**src/core/pif_pkg.sv**
```systemverilog
/*
 * Constants, register map and address decode for the PHY interrupt flags.
 * Assumes a 32-bit AXI4-Lite bus with byte addresses four times the index.
 */
package pif_pkg;
   // ****************************************************************
   // Widths and register map.
   // ****************************************************************
   localparam int ADDR_W = 8;
   localparam int DATA_W = 32;
   localparam int REG_W  = 16;
   localparam int LVL_N  = 4;

   localparam logic [ADDR_W-3:0] SRC_IDX = 6'h1D;
   localparam logic [ADDR_W-3:0] MSK_IDX = 6'h1E;
   localparam logic [ADDR_W-3:0] IST_IDX = 6'h20;
   localparam logic [ADDR_W-3:0] IMK_IDX = 6'h21;

   localparam logic [REG_W-1:0] REG_RST   = 16'h0000;
   localparam logic [REG_W-1:0] SRC_VALID = 16'h03FE;

   localparam int LINK_UP_BIT  = 9;
   localparam int WAKE_BIT     = 8;
   localparam int ENERGY_BIT   = 7;
   localparam int ANEG_BIT     = 6;
   localparam int RFAULT_BIT   = 5;
   localparam int LINK_DN_BIT  = 4;
   localparam int ACK_BIT      = 3;
   localparam int PDF_BIT      = 2;
   localparam int PAGE_BIT     = 1;

   localparam int LVL_LINK   = 0;
   localparam int LVL_ENERGY = 1;
   localparam int LVL_ANEG   = 2;
   localparam int LVL_RFAULT = 3;

   localparam logic [1:0] RESP_OKAY   = 2'h0;
   localparam logic [1:0] RESP_SLVERR = 2'h2;

   typedef enum logic [2:0] {
      PIF_SEL_NONE = 3'h0,
      PIF_SEL_SRC  = 3'h1,
      PIF_SEL_MSK  = 3'h3,
      PIF_SEL_IST  = 3'h2,
      PIF_SEL_IMK  = 3'h6
   } pif_sel_e;

   // Maps a byte address to the register it selects.
   function automatic pif_sel_e pif_decode(input logic [ADDR_W-1:0] a);
      pif_sel_e sel;
      sel = PIF_SEL_NONE;
      case (a[ADDR_W-1:2])
         SRC_IDX: sel = PIF_SEL_SRC;
         MSK_IDX: sel = PIF_SEL_MSK;
         IST_IDX: sel = PIF_SEL_IST;
         IMK_IDX: sel = PIF_SEL_IMK;
         default: sel = PIF_SEL_NONE;
      endcase
      return sel;
   endfunction : pif_decode
endpackage : pif_pkg

```
**src/core/pif_edge_det.sv**
```systemverilog
/*
 * Rising and falling edge detector for a group of status levels.
 * Assumes levels synchronous to aclk.
 */
`timescale 1ns/1ps
module pif_edge_det #(
   parameter int N = 4
) (
   input  wire logic         aclk,
   input  wire logic         aresetn,
   input  wire logic [N-1:0] level,
   output logic      [N-1:0] rise,
   output logic      [N-1:0] fall
);
   typedef struct packed {
      logic [N-1:0] prev;
   } pif_edge_s;

   pif_edge_s s;
   pif_edge_s n;

   always_comb begin
      n      = s;
      n.prev = level;
   end

   always_ff @(posedge aclk) begin
      if (!aresetn) begin
         s <= '0;
      end else begin
         s <= n;
      end
   end

   for (genvar i = 0; i < N; i++) begin : g_edge
      assign rise[i] = level[i] & ~s.prev[i];
      assign fall[i] = ~level[i] & s.prev[i];
   end
endmodule : pif_edge_det

```
**src/core/pif_axil_port.sv**
```systemverilog
/*
 * AXI4-Lite slave handshake for the PHY interrupt flags registers.
 * Assumes the register file answers rd_data, rd_ok and wr_ok at once.
 */
`timescale 1ns/1ps
module pif_axil_port (
   input  wire logic                      aclk,
   input  wire logic                      aresetn,
   input  wire logic [pif_pkg::ADDR_W-1:0] s_axi_awaddr,
   input  wire logic                      s_axi_awvalid,
   output logic                           s_axi_awready,
   input  wire logic [pif_pkg::DATA_W-1:0] s_axi_wdata,
   input  wire logic [3:0]                s_axi_wstrb,
   input  wire logic                      s_axi_wvalid,
   output logic                           s_axi_wready,
   output logic [1:0]                     s_axi_bresp,
   output logic                           s_axi_bvalid,
   input  wire logic                      s_axi_bready,
   input  wire logic [pif_pkg::ADDR_W-1:0] s_axi_araddr,
   input  wire logic                      s_axi_arvalid,
   output logic                           s_axi_arready,
   output logic [pif_pkg::DATA_W-1:0]     s_axi_rdata,
   output logic [1:0]                     s_axi_rresp,
   output logic                           s_axi_rvalid,
   input  wire logic                      s_axi_rready,
   output logic                           wr_en,
   output logic [pif_pkg::ADDR_W-1:0]     wr_addr,
   output logic [pif_pkg::DATA_W-1:0]     wr_data,
   output logic [3:0]                     wr_strb,
   input  wire logic                      wr_ok,
   output logic                           rd_en,
   output logic [pif_pkg::ADDR_W-1:0]     rd_addr,
   input  wire logic [pif_pkg::DATA_W-1:0] rd_data,
   input  wire logic                      rd_ok
);
   typedef struct packed {
      logic                       aw_got;
      logic                       w_got;
      logic [pif_pkg::ADDR_W-1:0] awaddr;
      logic [pif_pkg::DATA_W-1:0] wdata;
      logic [3:0]                 wstrb;
      logic                       bvalid;
      logic [1:0]                 bresp;
      logic                       ar_got;
      logic [pif_pkg::ADDR_W-1:0] araddr;
      logic                       rvalid;
      logic [pif_pkg::DATA_W-1:0] rdata;
      logic [1:0]                 rresp;
   } pif_port_s;

   pif_port_s s;
   pif_port_s n;

   assign s_axi_awready = !s.aw_got && !s.bvalid;
   assign s_axi_wready  = !s.w_got && !s.bvalid;
   assign s_axi_arready = !s.ar_got && !s.rvalid;
   assign s_axi_bvalid  = s.bvalid;
   assign s_axi_bresp   = s.bresp;
   assign s_axi_rvalid  = s.rvalid;
   assign s_axi_rdata   = s.rdata;
   assign s_axi_rresp   = s.rresp;
   assign wr_en         = s.aw_got && s.w_got && !s.bvalid;
   assign wr_addr       = s.awaddr;
   assign wr_data       = s.wdata;
   assign wr_strb       = s.wstrb;
   assign rd_en         = s.ar_got && !s.rvalid;
   assign rd_addr       = s.araddr;

   always_comb begin
      n = s;
      if (s_axi_awvalid && s_axi_awready) begin
         n.aw_got = 1'b1;
         n.awaddr = s_axi_awaddr;
      end
      if (s_axi_wvalid && s_axi_wready) begin
         n.w_got = 1'b1;
         n.wdata = s_axi_wdata;
         n.wstrb = s_axi_wstrb;
      end
      if (wr_en) begin
         n.bvalid = 1'b1;
         n.bresp  = wr_ok ? pif_pkg::RESP_OKAY : pif_pkg::RESP_SLVERR;
         n.aw_got = 1'b0;
         n.w_got  = 1'b0;
      end
      if (s.bvalid && s_axi_bready) begin
         n.bvalid = 1'b0;
      end
      if (s_axi_arvalid && s_axi_arready) begin
         n.ar_got = 1'b1;
         n.araddr = s_axi_araddr;
      end
      if (rd_en) begin
         n.rvalid = 1'b1;
         n.rdata  = rd_data;
         n.rresp  = rd_ok ? pif_pkg::RESP_OKAY : pif_pkg::RESP_SLVERR;
         n.ar_got = 1'b0;
      end
      if (s.rvalid && s_axi_rready) begin
         n.rvalid = 1'b0;
      end
   end

   always_ff @(posedge aclk) begin
      if (!aresetn) begin
         s <= '0;
      end else begin
         s <= n;
      end
   end
endmodule : pif_axil_port

```
**src/core/pif_phy_irq_flags.sv**
```systemverilog
/*
 * PHY interrupt flags: latched event flags, their enables, an interrupt
 * status and mask pair and the AXI4-Lite register file.
 * Assumes event inputs synchronous to aclk; pulses last one cycle.
 */
// Behaviour
// - A flag latches to one on its event while its enable is set and stays.
// - A read of the flag register returns the flags and then clears them.
// - Enable bits 9 to 1 mask at zero, enable at one; all reset to zero.
// - Enable bits match flag bits; bits 15:10 and 0 are read-only zero.
// - Bit 9 sets when link status rises.
// - Bit 8 sets on a wake event.
// - Bit 7 sets when line energy present becomes set.
// - Bit 6 sets when auto-negotiation completes.
// - Bit 5 sets when a remote fault is detected.
// - Bit 4 sets when link status falls.
// - Bit 3 sets on a link partner acknowledge.
// - Bit 2 sets on a parallel detection fault.
// - Bit 1 sets when a page is received.
`timescale 1ns/1ps
module pif_phy_irq_flags (
   input  wire logic                      aclk,
   input  wire logic                      aresetn,
   input  wire logic [pif_pkg::ADDR_W-1:0] s_axi_awaddr,
   input  wire logic                      s_axi_awvalid,
   output logic                           s_axi_awready,
   input  wire logic [pif_pkg::DATA_W-1:0] s_axi_wdata,
   input  wire logic [3:0]                s_axi_wstrb,
   input  wire logic                      s_axi_wvalid,
   output logic                           s_axi_wready,
   output logic [1:0]                     s_axi_bresp,
   output logic                           s_axi_bvalid,
   input  wire logic                      s_axi_bready,
   input  wire logic [pif_pkg::ADDR_W-1:0] s_axi_araddr,
   input  wire logic                      s_axi_arvalid,
   output logic                           s_axi_arready,
   output logic [pif_pkg::DATA_W-1:0]     s_axi_rdata,
   output logic [1:0]                     s_axi_rresp,
   output logic                           s_axi_rvalid,
   input  wire logic                      s_axi_rready,
   input  wire logic                      link_status,
   input  wire logic                      line_energy_present,
   input  wire logic                      autoneg_complete,
   input  wire logic                      remote_fault,
   input  wire logic                      wake_event,
   input  wire logic                      partner_ack,
   input  wire logic                      parallel_detect_fault,
   input  wire logic                      page_received,
   output logic                           phy_irq_req,
   output logic                           irq
);
   // ****************************************************************
   // State and wiring.
   // ****************************************************************
   typedef struct packed {
      logic [pif_pkg::REG_W-1:0] flags;
      logic [pif_pkg::REG_W-1:0] enables;
      logic [pif_pkg::REG_W-1:0] ist;
      logic [pif_pkg::REG_W-1:0] imk;
   } pif_state_s;

   pif_state_s                 s;
   pif_state_s                 n;
   logic                       wr_en;
   logic [pif_pkg::ADDR_W-1:0] wr_addr;
   logic [pif_pkg::DATA_W-1:0] wr_data;
   logic [3:0]                 wr_strb;
   logic                       wr_ok;
   logic                       rd_en;
   logic [pif_pkg::ADDR_W-1:0] rd_addr;
   logic [pif_pkg::DATA_W-1:0] rd_data;
   logic                       rd_ok;
   pif_pkg::pif_sel_e          wr_sel;
   pif_pkg::pif_sel_e          rd_sel;
   logic [pif_pkg::LVL_N-1:0]  lvl;
   logic [pif_pkg::LVL_N-1:0]  rise;
   logic [pif_pkg::LVL_N-1:0]  fall;
   logic [pif_pkg::REG_W-1:0]  ev;
   logic [pif_pkg::REG_W-1:0]  latch;
   logic [pif_pkg::REG_W-1:0]  wmask;
   logic [pif_pkg::REG_W-1:0]  wval;
   logic [pif_pkg::REG_W-1:0]  src_clr;
   logic [pif_pkg::REG_W-1:0]  ist_clr;
   logic [pif_pkg::REG_W-1:0]  rd_val;
   logic                       src_rd;

   // ****************************************************************
   // Bus port and edge detection.
   // ****************************************************************
   pif_axil_port u_port (
      .aclk          (aclk),
      .aresetn       (aresetn),
      .s_axi_awaddr  (s_axi_awaddr),
      .s_axi_awvalid (s_axi_awvalid),
      .s_axi_awready (s_axi_awready),
      .s_axi_wdata   (s_axi_wdata),
      .s_axi_wstrb   (s_axi_wstrb),
      .s_axi_wvalid  (s_axi_wvalid),
      .s_axi_wready  (s_axi_wready),
      .s_axi_bresp   (s_axi_bresp),
      .s_axi_bvalid  (s_axi_bvalid),
      .s_axi_bready  (s_axi_bready),
      .s_axi_araddr  (s_axi_araddr),
      .s_axi_arvalid (s_axi_arvalid),
      .s_axi_arready (s_axi_arready),
      .s_axi_rdata   (s_axi_rdata),
      .s_axi_rresp   (s_axi_rresp),
      .s_axi_rvalid  (s_axi_rvalid),
      .s_axi_rready  (s_axi_rready),
      .wr_en         (wr_en),
      .wr_addr       (wr_addr),
      .wr_data       (wr_data),
      .wr_strb       (wr_strb),
      .wr_ok         (wr_ok),
      .rd_en         (rd_en),
      .rd_addr       (rd_addr),
      .rd_data       (rd_data),
      .rd_ok         (rd_ok)
   );

   assign lvl[pif_pkg::LVL_LINK]   = link_status;
   assign lvl[pif_pkg::LVL_ENERGY] = line_energy_present;
   assign lvl[pif_pkg::LVL_ANEG]   = autoneg_complete;
   assign lvl[pif_pkg::LVL_RFAULT] = remote_fault;

   pif_edge_det #(
      .N (pif_pkg::LVL_N)
   ) u_edge (
      .aclk    (aclk),
      .aresetn (aresetn),
      .level   (lvl),
      .rise    (rise),
      .fall    (fall)
   );

   // ****************************************************************
   // Event vector and decode.
   // ****************************************************************
   always_comb begin
      ev                        = '0;
      ev[pif_pkg::LINK_UP_BIT]  = rise[pif_pkg::LVL_LINK];
      ev[pif_pkg::WAKE_BIT]     = wake_event;
      ev[pif_pkg::ENERGY_BIT]   = rise[pif_pkg::LVL_ENERGY];
      ev[pif_pkg::ANEG_BIT]     = rise[pif_pkg::LVL_ANEG];
      ev[pif_pkg::RFAULT_BIT]   = rise[pif_pkg::LVL_RFAULT];
      ev[pif_pkg::LINK_DN_BIT]  = fall[pif_pkg::LVL_LINK];
      ev[pif_pkg::ACK_BIT]      = partner_ack;
      ev[pif_pkg::PDF_BIT]      = parallel_detect_fault;
      ev[pif_pkg::PAGE_BIT]     = page_received;
   end

   assign wr_sel = pif_pkg::pif_decode(wr_addr);
   assign rd_sel = pif_pkg::pif_decode(rd_addr);
   assign wr_ok  = (wr_sel != pif_pkg::PIF_SEL_NONE);
   assign rd_ok  = (rd_sel != pif_pkg::PIF_SEL_NONE);
   assign src_rd = rd_en && (rd_sel == pif_pkg::PIF_SEL_SRC);
   assign wmask  = {{8{wr_strb[1]}}, {8{wr_strb[0]}}};
   assign wval   = wr_data[pif_pkg::REG_W-1:0];

   // Latch only enabled, implemented sources.
   assign latch   = ev & s.enables & pif_pkg::SRC_VALID;
   assign src_clr = src_rd ? pif_pkg::SRC_VALID : '0;
   assign ist_clr = (wr_en && wr_sel == pif_pkg::PIF_SEL_IST) ?
                    (wval & wmask) : '0;

   // ****************************************************************
   // Register file.
   // ****************************************************************
   always_comb begin
      n = s;
      // A set in the clearing cycle wins over the clear.
      n.flags = (s.flags & ~src_clr) | latch;
      n.ist   = (s.ist & ~ist_clr) | latch;
      if (wr_en && wr_sel == pif_pkg::PIF_SEL_MSK) begin
         n.enables = (s.enables & ~wmask) |
                     (wval & wmask & pif_pkg::SRC_VALID);
      end
      if (wr_en && wr_sel == pif_pkg::PIF_SEL_IMK) begin
         n.imk = (s.imk & ~wmask) | (wval & wmask & pif_pkg::SRC_VALID);
      end
   end

   always_comb begin
      case (rd_sel)
         pif_pkg::PIF_SEL_SRC: rd_val = s.flags;
         pif_pkg::PIF_SEL_MSK: rd_val = s.enables;
         pif_pkg::PIF_SEL_IST: rd_val = s.ist;
         pif_pkg::PIF_SEL_IMK: rd_val = s.imk;
         default:              rd_val = '0;
      endcase
   end

   assign rd_data = {{(pif_pkg::DATA_W-pif_pkg::REG_W){1'b0}}, rd_val};

   always_ff @(posedge aclk) begin
      if (!aresetn) begin
         s.flags   <= pif_pkg::REG_RST;
         s.enables <= pif_pkg::REG_RST;
         s.ist     <= pif_pkg::REG_RST;
         s.imk     <= pif_pkg::REG_RST;
      end else begin
         s <= n;
      end
   end

   assign phy_irq_req = |s.flags;
   assign irq         = |(s.ist & s.imk);
endmodule : pif_phy_irq_flags

```
**config.mk**
```make
export PLATFORM = sky130hd
export DESIGN_NAME = pif_phy_irq_flags
export DESIGN_NICKNAME = d
export VERILOG_FILES = /design/src/core/pif_pkg.sv /design/src/core/pif_edge_det.sv /design/src/core/pif_axil_port.sv /design/src/core/pif_phy_irq_flags.sv
export SDC_FILE = /design/constraint.sdc
export NUM_CORES = 1
export LEC_CHECK = 0
export ABC_AREA = 1
export BUFFER_PORTS_ARGS = -buffer_cell sky130_fd_sc_hd__buf_2
export CAP_MARGIN = 15
export CORE_AREA = 3 3 120 88
export CTS_CLUSTER_SIZE = 14
export DETAILED_ROUTE_END_ITERATION = 6
export DIE_AREA = 0 0 123 91
export GPL_TIMING_DRIVEN = 0
export PLACE_DENSITY = 0.88
export SLEW_MARGIN = 20
export SYNTH_ARGS = -nofsm -noshare
export SYNTH_HDL_FRONTEND = slang
export SYNTH_SLANG_ARGS = --single-unit
```
**constraint.sdc**
```tcl
create_clock -name aclk -period 2.8 [get_ports aclk]
set_input_delay 0.28 -clock aclk [delete_from_list [all_inputs] [get_ports aclk]]
set_output_delay 0.28 -clock aclk [all_outputs]
set_load 0.03 [all_outputs]
```
# Word level (Yosys, flattened, before mapping)
# Index checks and enable logic that the tools add are counted.
# word_totals
register_bits,127
output_inout_bits,43
wordCells,92
# classes
n_eq_ne,15
n_mux,7
n_bitwise,25
reduce_logical,28
# op_table
cell,n
bitwise AND 16 bit,6
OR 16 x 10 -> 16 bit,4
case mux 16 bit (4 select lines),1
inverter 16 bit,2
OR reduction 16 bit,2
equality test 6 x 5 -> 1 bit (second input constant),4
equality test 6 bit (second input constant),4
case mux 3 bit (4 select lines),2
2-to-1 mux 16 bit,1
inverter 10 -> 16 bit,1
logical AND 1 bit,15
equality test 3 x 2 -> 1 bit (second input constant),4
bitwise AND 10 bit,1
2-to-1 mux 10 bit,1
OR reduction 2 bit,4
equality test 3 bit (second input constant),2
inverter 1 bit,6
nonzero test 3 bit,2
bitwise AND 1 bit,5
logical NOT 1 bit,5
2-to-1 mux 2 bit,2
equality test 3 x 1 -> 1 bit (second input constant),1

# Longest topological paths before layout
# Gate-level depths: netlist (run 1).
# depth
depth_word,8
ltp_mapped,10
depth_no_buf,9

# Modules after synthesis
# A second synthesis (run 1) with hierarchy kept.
# unflattened
cells_unflattened,1093
area_unflattened_um2,7467.2
# by_module_without_submodules
mod,n_inst,cells_each,area_each_um2,seq_area_each_um2
pif_axil_port,1,603,4332.9,1821.7
pif_phy_irq_flags,1,462,2954.1,1141.1
pif_edge_det,1,28,180.2,80.1

# Least setup slack after synthesis (run 1)
# No wires, ideal clock.
# synth_path
kind,reg-to-reg
startpoint,"reg u_port.s, in the netlist u_port.s_axi_bvalid"
endpoint,"reg u_port.s, in the netlist u_port.wr_data[6]"
arrival_ns,1.551
required_ns,2.730
slack_ns,1.179
path_stages_with_launch,6
n_path_buf,2
period_less_slack_ns,1.621
cell_sequence,dfxtp_1 nor2_1 nand2_1 clkbuf_1 buf_2 a21oi_1
# synth_via
elab_chain_len,3
# synth_rtl
element,line,rtl
from (decl),pif_axil_port.sv:51,pif_port_s s;
from (signal assigned),pif_axil_port.sv:108,s <= n;
logical NOT 1 bit,pif_axil_port.sv:55,assign s_axi_wready = !s.w_got && !s.bvalid;
logical AND 1 bit,pif_axil_port.sv:55,
via s_axi_wready,pif_phy_irq_flags.sv:30,"output logic s_axi_wready,"
logical AND 1 bit,pif_axil_port.sv:75,if (s_axi_wvalid && s_axi_wready) begin
# The timed path passes the listed nets, and every way through them passes these cells.
# A chain may end at the register's enable or synchronous reset.

# Worst setup path in the final report (run 1)
# layout_path
startpoint,reg s[16] in the netlist's numbering
endpoint,out irq
# layout_via
elab_chain_len,2
# layout_rtl
element,line,rtl
from (decl),pif_phy_irq_flags.sv:62,pif_state_s s;
from (signal assigned),pif_phy_irq_flags.sv:202,s <= n;
bitwise AND 16 bit,pif_phy_irq_flags.sv:207,assign irq = |(s.ist & s.imk);
OR reduction 16 bit,pif_phy_irq_flags.sv:207,
to (decl),pif_phy_irq_flags.sv:50,output logic irq
# Every way passes these cells.

==> results of run 1 <==
[synthesized netlist by cell type (all sizes together), types with 2 or more instances]
cell	instances
o21ai	34
nand3b	13
dfxtp	114
inv	65
a21oi	53
buf	53
nand3	44
nor3	3
nand2	189
nor2	109
a211oi	2
clkbuf	14
nand4	34
[critical path, delay by kind of cell (launching register included)]
kind	cells	cell delay [ps]
compound gates	1	140
flops	1	320
simple gates	3	670
buf+inv	1	200
[path summary, 6_finish.rpt]
path | from | end | slack, ps | cells past startpoint
worst max-delay path | s[16]$_SDFF_PN0_ | irq | 780 | 5
worst min-delay path | s_axi_rready | u_port.s_axi_rvalid$_SDFFE_PP0P_ | 50 | 2
worst max register to register | u_port.rd_addr[2]$_SDFFE_PN0P_ | s[57]$_SDFF_PN0_ | 1150 | 6
worst min register to register | s[42]$_SDFFE_PN0P_ | s[42]$_SDFFE_PN0P_ | 430 | 2
[kinds of logic after synthesis]
| group | count (synthesis) | synth area share [%] |
|---|---|---|
| other | 1 | 0.07271 |
| buffers and inverters | 132 | 12.81 |
| AOI/OAI and AO/OA | 92 | 9.170 |
| and+or+nand+nor | 393 | 33.70 |
| DFF | 114 | 44.25 |
[cells in the final DEF (no fill, tap or decap), drive strengths merged]
master	count
buf	121
nor3	3
nand2	189
nand3	44
nor2	109
o21ai	34
o21a	1
nor4	1
nand4	34
conb	18
clkinv	5
nand3b	13
o22ai	1
bufinv	1
clkinvlp	1
clkbuf	36
inv	65
a21oi	53
o2111ai	1
a211oi	2
dfxtp	114
[metrics by stage]
stage          area, µm²  worst slack [ps]  cells  util (%)
6_report            6238             779.7    974     65.69
5_1_grt             6238             764.9    974     65.69
4_1_cts             6238             832.7    974     65.69
3_5_place_dp        5722              1183    945     60.25
3_3_place_gp        5722              1238    945     60.25
2_1_floorplan       5221              1179    749         -
[power by group]
| group | total (mW) | internal (mW) | switching (mW) |
|---|---|---|---|
| registers | 1.74 | 1.69 | 0.0488 |
| clock network | 1.92 | 1.21 | 0.706 |
| logic | 0.450 | 0.131 | 0.319 |
[area by class of cell]
cell class              count  area [µm²]
clock buffers              22       454.2
well taps                 128       160.2
flip-flops and latches    114        2282
multi-input cells         503        2278
inverters                  65       244.0
clock inverters             7       62.56
fillers                   814        3258
plain buffers              67       416.7
repair buffers             68       340.3
[routing by layer]
layer / GRT usage [%] / wire, µm / vias to the layer above
met3: 7.410 / 1182 / 32
met5: 0 / 0 / -
met1: 33.48 / 5869 / 2278
li1: - / - / 2512
met4: 8.756 / 272 / 0
met2: 38.38 / 6138 / 240
==> out/metrics.csv, run 1 <==
stage;metric;value;unit
run_status;outcome;finished clean;
pwr;vdd_ir_drop_max;0.4508;mV
placement;dpl.hpwl;9.866;mm
floorplanning;start_util;54.31;%
logic_synthesis;synth_seq_cells;114;
logic_synthesis;synth_area_leaders;dfxtp_1 44%, nand2_1 13%, nor2_1 7.4%;
cts;cts_buffer_depth;2;
cells_and_area;area_growth;20.96;%
global_routing;grt_usage;25.02;%
timing;grt_setup_unrepaired;no;
logic_synthesis;async_reset_ff_share;0;%
cells_and_area;drive_gt1_share;18.91;%
pwr;leakage;2.871;nW
cells_and_area;diodes;0;
min_path;hold_class;in -> reg;
timing;maxSlewViolCount;0;
logic_synthesis;synth_top_cell_area_share;44.25;%
critical_path;slowest_stage;nor3_1;
cells_and_area;final_net_count;903;
logic_synthesis;synthDistinctLibCells;28;
logic_synthesis;yosysTopAreaCell;dfxtp_1;
timing;tns;0;ps
critical_path;worstSetupPathType;reg -> out;
logic_synthesis;synthesis.area;5157;µm²
pwr;cellPowerDensity;658.3;nW/µm²
floorplanning;core;9497;µm²
floorplanning;dieArea;11190;µm²
timing;fin_crit;2020;ps
cts;cts_sinks;114;
critical_path;critPathMaxStageDelay;440;ps
logic_synthesis;synth_cells;732;
drt;drc_errors;0;
timing;max_freq;0.4950;GHz
cts;cts_hold_buf;0;
cts;cts_tree;built;
placement;port_buffers;68;
drt;postRouteAntennaNets;0;
logic_synthesis;yosysWarningCount;0;
drt;first_pass_iters;5;
drt;vias;5062;
drt;vias_per_cell;5.197;
timing;fin_skew;5.135;ps
floorplanning;die-width;123;µm
global_routing;grt_pass1_wl;22.16;mm
logic_synthesis;synth-main-ff-cell;dfxtp_1;
floorplanning;ios;110;
drt;drt_iter0_markers;442;
cts;clockRootBuffer;clkbuf_16;
logic_synthesis;synth.avg_cell_area;7.046;µm²
timing;post-route-period-util;72.15;%
floorplanning;fp.dieH;91;µm
floorplanning;rows;30;
global_routing;grt_pass1_vias;4711;
critical_path;startpoint_type;register;
cts;numCtsBuffers;17;
drt;drt-total-wl;13.46;mm
timing;final_hold_viol_count;0;
global_routing;grt_max_degree;17;
cts;htreeDepth;4;
timing;finalSetupViolations;0;
critical_path;crit_required;2520;ps
logic_synthesis;seq_area_frac_synth;44.25;%
job;cap_violations;0;
drt;drt-wirelength-per-cell;13.82;µm
placement;gp_congestion;0.9207;
critical_path;worst_path_most_repeated_cell;nand2_1;
logic_synthesis;synth_edf_count;0;
timing;tightest_slew;817.1;ps
critical_path;arrival;1740;ps
cts;ctsResizeCount;0;
global_routing;antenna_found_initial;0;
timing;hold_slack;53.90;ps
critical_path;cp_cell_sequence;nand2_1 > o21ai_0 > nor3_1 > nand2_1 > buf_2;
cts;clock_latency;410;ps
critical_path;crit_fanout;3;
pwr;finalPower;4.107;mW
global_routing;grt.overflow.total;0;
critical_path;worstSetupEndpointType;output port;
cts;cts.clk_slew.worst_paths;50;ps
timing;worst_slew_margin_rel;45.11;%
cts;post_cts_buffers;0;
(Power assumes the default switching activity.)
==> run 2, diff against run 1 <==
ABC_AREA = 0   (was 1)
CORE_AREA = 3 3 123 90   (was 3 3 120 88)
DIE_AREA = 0 0 126 93   (was 0 0 123 91)
PLACE_DENSITY = 0.84   (was 0.88)
clock period = 1.8 ns   (was 2.8 ns; I/O delays follow)
==> out/metrics.csv, run 2 <==
stage;metric;value;unit;change
run_status;outcome;finished, violations left;;was finished clean
run_status;violations;negative setup slack;;
logic_synthesis;synth_compound_area_share;17.18;%;was 9.170%
timing;final_hold_viol_count;0;;unchanged
job;cap_violations;0;;unchanged
drt;drc_errors;0;;unchanged
cts;clock_latency;410;ps;about the same
logic_synthesis;post-synth-top-count-cell;dfxtp_1;;was nand2_1
logic_synthesis;synth-adder-area-share;0;%;unchanged
critical_path;worstSetupPathType;reg -> out;;unchanged
timing;tightest_slew;713.3;ps;was 817.1 ps
drt;drt_iter0_markers;369;;was 442
global_routing;antenna_found_initial;0;;unchanged
cells_and_area;final_common_cell;dfxtp_1;;was nand2_1
cells_and_area;layout_common_cells;113 x dfxtp_1, 77 x buf_2, 74 x nand2_1;;was 185 x nand2_1, 114 x dfxtp_1, 101 x nor2_1
floorplanning;ios;110;;unchanged
logic_synthesis;synth_area_leaders;dfxtp_1 47%, mux2i_1 8.3%, buf_4 6.0%;;was dfxtp_1 44%, nand2_1 13%, nor2_1 7.4%
floorplanning;start_util;48.01;%;was 54.31%
global_routing;grt_max_degree;17;;unchanged
logic_synthesis;synth_cells;508;;was 732
timing;setup_slack;-21.86;ps;was 779.7 ps
logic_synthesis;synthDistinctLibCells;36;;was 28
critical_path;worstSetupEndpointType;output port;;unchanged
cells_and_area;stdcell_area;6053;µm²;was 6238 µm²
cts;htreeDepth;4;;unchanged
critical_path;slowest_stage;dfxtp_2;;was nor3_1
logic_synthesis;yosysWarningCount;0;;unchanged
min_path;hold_depth;3;;was 2
min_path;hold_class;in -> reg;;unchanged
timing;max_freq;0.5489;GHz;
drt;drt-total-wl;12.36;mm;was 13.46 mm
critical_path;critPathMaxStageDelay;320;ps;was 440 ps
global_routing;grt.overflow.total;0;;unchanged
logic_synthesis;synth_top_cell_area_share;47.13;%;was 44.25%
placement;dpl.hpwl;9.110;mm;was 9.866 mm
drt;drt-wirelength-per-cell;16.24;µm;was 13.82 µm
critical_path;ff2ff_setup_slack;110;ps;was 1150 ps
critical_path;worst-path-stages;4;;was 5
logic_synthesis;yosysTopAreaCell;dfxtp_1;;unchanged
placement;post-place-ws;81.10;ps;was 1183 ps
drt;vias;4053;;was 5062
logic_synthesis;synth_top_family_by_area;simple AND/OR/NAND/NOR gates;;unchanged
cells_and_area;utilization;60.02;%;was 65.69%
global_routing;grt_pass1_wl;19.73;mm;was 22.16 mm
critical_path;critPathTopFamily;compound AO/OA/AOI/OAI gates;;was simple AND/OR/NAND/NOR gates
drt;first_pass_iters;6;;was 5
critical_path;r2r_cells;6;;unchanged
logic_synthesis;synth_edf_count;0;;unchanged
cts;cts_buffer_depth;2;;unchanged
timing;grt_setup_unrepaired;yes;;was no
logic_synthesis;synthSimpleGateAreaFrac;18.40;%;was 33.70%
logic_synthesis;synth-xor-area-share;0.1809;%;was 0%
cells_and_area;diodes;0;;unchanged
logic_synthesis;seq_area_frac_synth;47.13;%;was 44.25%
timing;fin_skew;7.083;ps;was 5.135 ps
floorplanning;die-width;126;µm;was 123 µm
cells_and_area;drive_gt1_share;25.12;%;was 18.91%
floorplanning;dieArea;11720;µm²;was 11190 µm²
timing;worst_slew_margin_rel;52.44;%;was 45.11%
pwr;cellPowerDensity;1048;nW/µm²;was 658.3 nW/µm²
critical_path;crit_required;1620;ps;was 2520 ps
cts;cts_sinks;114;;unchanged
timing;finalSetupViolations;1;;was 0
timing;post-route-period-util;101.2;%;
floorplanning;rows;31;;was 30
logic_synthesis;async_reset_ff_share;0;%;unchanged
placement;port_buffers;69;;was 68
critical_path;cp_cell_sequence;a22o_1 > a221oi_2 > nand4_1 > buf_6;;was nand2_1 > o21ai_0 > nor3_1 > nand2_1 > buf_2
cells_and_area;final_net_count;684;;was 903
cts;cts.clk_slew.worst_paths;50;ps;about the same
critical_path;r2r_start;u_port.rd_addr[2]$_SDFFE_PN0P_;;unchanged
global_routing;grt_pass1_vias;3850;;was 4711
cts;clockRootBuffer;clkbuf_16;;unchanged
cells_and_area;area_growth;25.01;%;was 20.96%
placement;place_area;5416;µm²;was 5722 µm²
logic_synthesis;muxShareOfSynthArea;8.269;%;was 0%
drt;vias_per_cell;5.326;;was 5.197
drt;postRouteAntennaNets;0;;unchanged
placement;gp_congestion;0.9150;;was 0.9207
logic_synthesis;synth-main-ff-cell;dfxtp_1;;unchanged
logic_synthesis;synth_seq_cells;114;;unchanged
floorplanning;core;10080;µm²;was 9497 µm²
timing;maxSlewViolCount;0;;unchanged
timing;fin_crit;1822;ps;
critical_path;critPathBufInv;1;;unchanged
min_path;whs_endpoint;u_port.wr_data[4]$_SDFFE_PN0P_;;was u_port.s_axi_rvalid$_SDFFE_PP0P_
timing;hold_slack;15.29;ps;was 53.90 ps
logic_synthesis;synthesis.area;4842;µm²;was 5157 µm²
logic_synthesis;synthTopCellsByCount;114 x dfxtp_1, 75 x nand2_1, 40 x mux2i_1;;was 185 x nand2_1, 114 x dfxtp_1, 101 x nor2_1
pwr;leakage;2.758;nW;was 2.871 nW
logic_synthesis;synth.avg_cell_area;9.532;µm²;was 7.046 µm²
timing;tns;-21.86;ps;was 0 ps
critical_path;worstReg2RegEnd;u_port.s_axi_rdata[7]$_SDFFE_PN0P_;;was s[57]$_SDFF_PN0_
critical_path;startpoint_type;register;;unchanged
global_routing;grt_usage;21.41;%;was 25.02%
critical_path;crit_fanout;2;;was 3
cts;numCtsBuffers;17;;unchanged
floorplanning;fp.dieH;93;µm;was 91 µm
critical_path;arrival;1640;ps;was 1740 ps
pwr;vdd_ir_drop_max;0.7153;mV;was 0.4508 mV
min_path;hold_start;s_axi_wdata[4];;was s_axi_rready
cts;cts_tree;built;;unchanged
==> run 2: repair_timing <==
item                       4_1_cts  5_1_grt
buffers inserted                 1        1
setup endpoints to repair        1       16
gates resized for setup          5        5
gates cloned                     0        0
hold buffers                     3        0
pin swaps                        2        1
hold endpoints to repair         3        0
==> run 2: per-layer routing <==
metal,up-vias,share of wire (%),track usage [%]
li1,1948,-,-
met4,0,1.7,6.786
met5,-,0,0
met2,195,44,32.88
met3,27,8.8,5.137
met1,1883,46,29.87
==> run 2: worst max path at each step <==
stage / from / end / slack, ps
2_1_floorplan: u_port.s_axi_bvalid$_SDFFE_PP0P_ / u_port.wr_data[10]$_SDFFE_PN0P_ / 60
3_3_place_gp: u_port.rd_addr[3]$_SDFFE_PN0P_ / u_port.s_axi_rdata[5]$_SDFFE_PN0P_ / 140
3_5_place_dp: u_port.rd_addr[2]$_SDFFE_PN0P_ / s[50]$_SDFF_PN0_ / 80
4_1_cts: s[0]$_SDFFE_PN0P_ / irq / -6
5_1_grt: s[0]$_SDFFE_PN0P_ / irq / -50
6_report: s[0]$_SDFFE_PN0P_ / irq / -20
==> run 2: per-stage QoR <==
stage | cells | power (mW)
2_1_floorplan | 525 | 3.085
3_3_place_gp | 726 | 3.229
3_5_place_dp | 726 | 3.251
4_1_cts | 761 | 6.369
5_1_grt | 761 | 6.546
6_report | 761 | 6.345
==> run 2: where the power goes <==
group          switching, mW  total (mW)  internal, mW
Combinational          0.326       0.538         0.212
Sequential            0.0685        2.67          2.60
Clock                   1.08        3.14          2.06
==> run 2: cells by family (layout without fill, tap and decap cells) <==
logic type,Yosys count,after routing
flip-flops,114,114
multiplexers,40,40
AO/OA/AOI/OAI,112,112
other,1,18
AND/OR/NAND/NOR,169,169
buffers and inverters,71,175
XOR/XNOR,1,1
==> run 2: tightest hold or removal path: stages <==
cell and delay [ps]:
buf_2 90, nand2_1 40, a21boi_0 60
==> run 2: final cells by class <==
| type | instances | area [µm²] |
|---|---|---|
| plain buffers | 62 | 391.6 |
| clock buffers | 26 | 509.2 |
| clock inverters | 5 | 50.05 |
| fillers | 881 | 4031 |
| inverters | 8 | 30.03 |
| multi-input cells | 340 | 2227 |
| flip-flops and latches | 114 | 2283 |
| well taps | 132 | 165.2 |
| repair buffers | 74 | 396.6 |
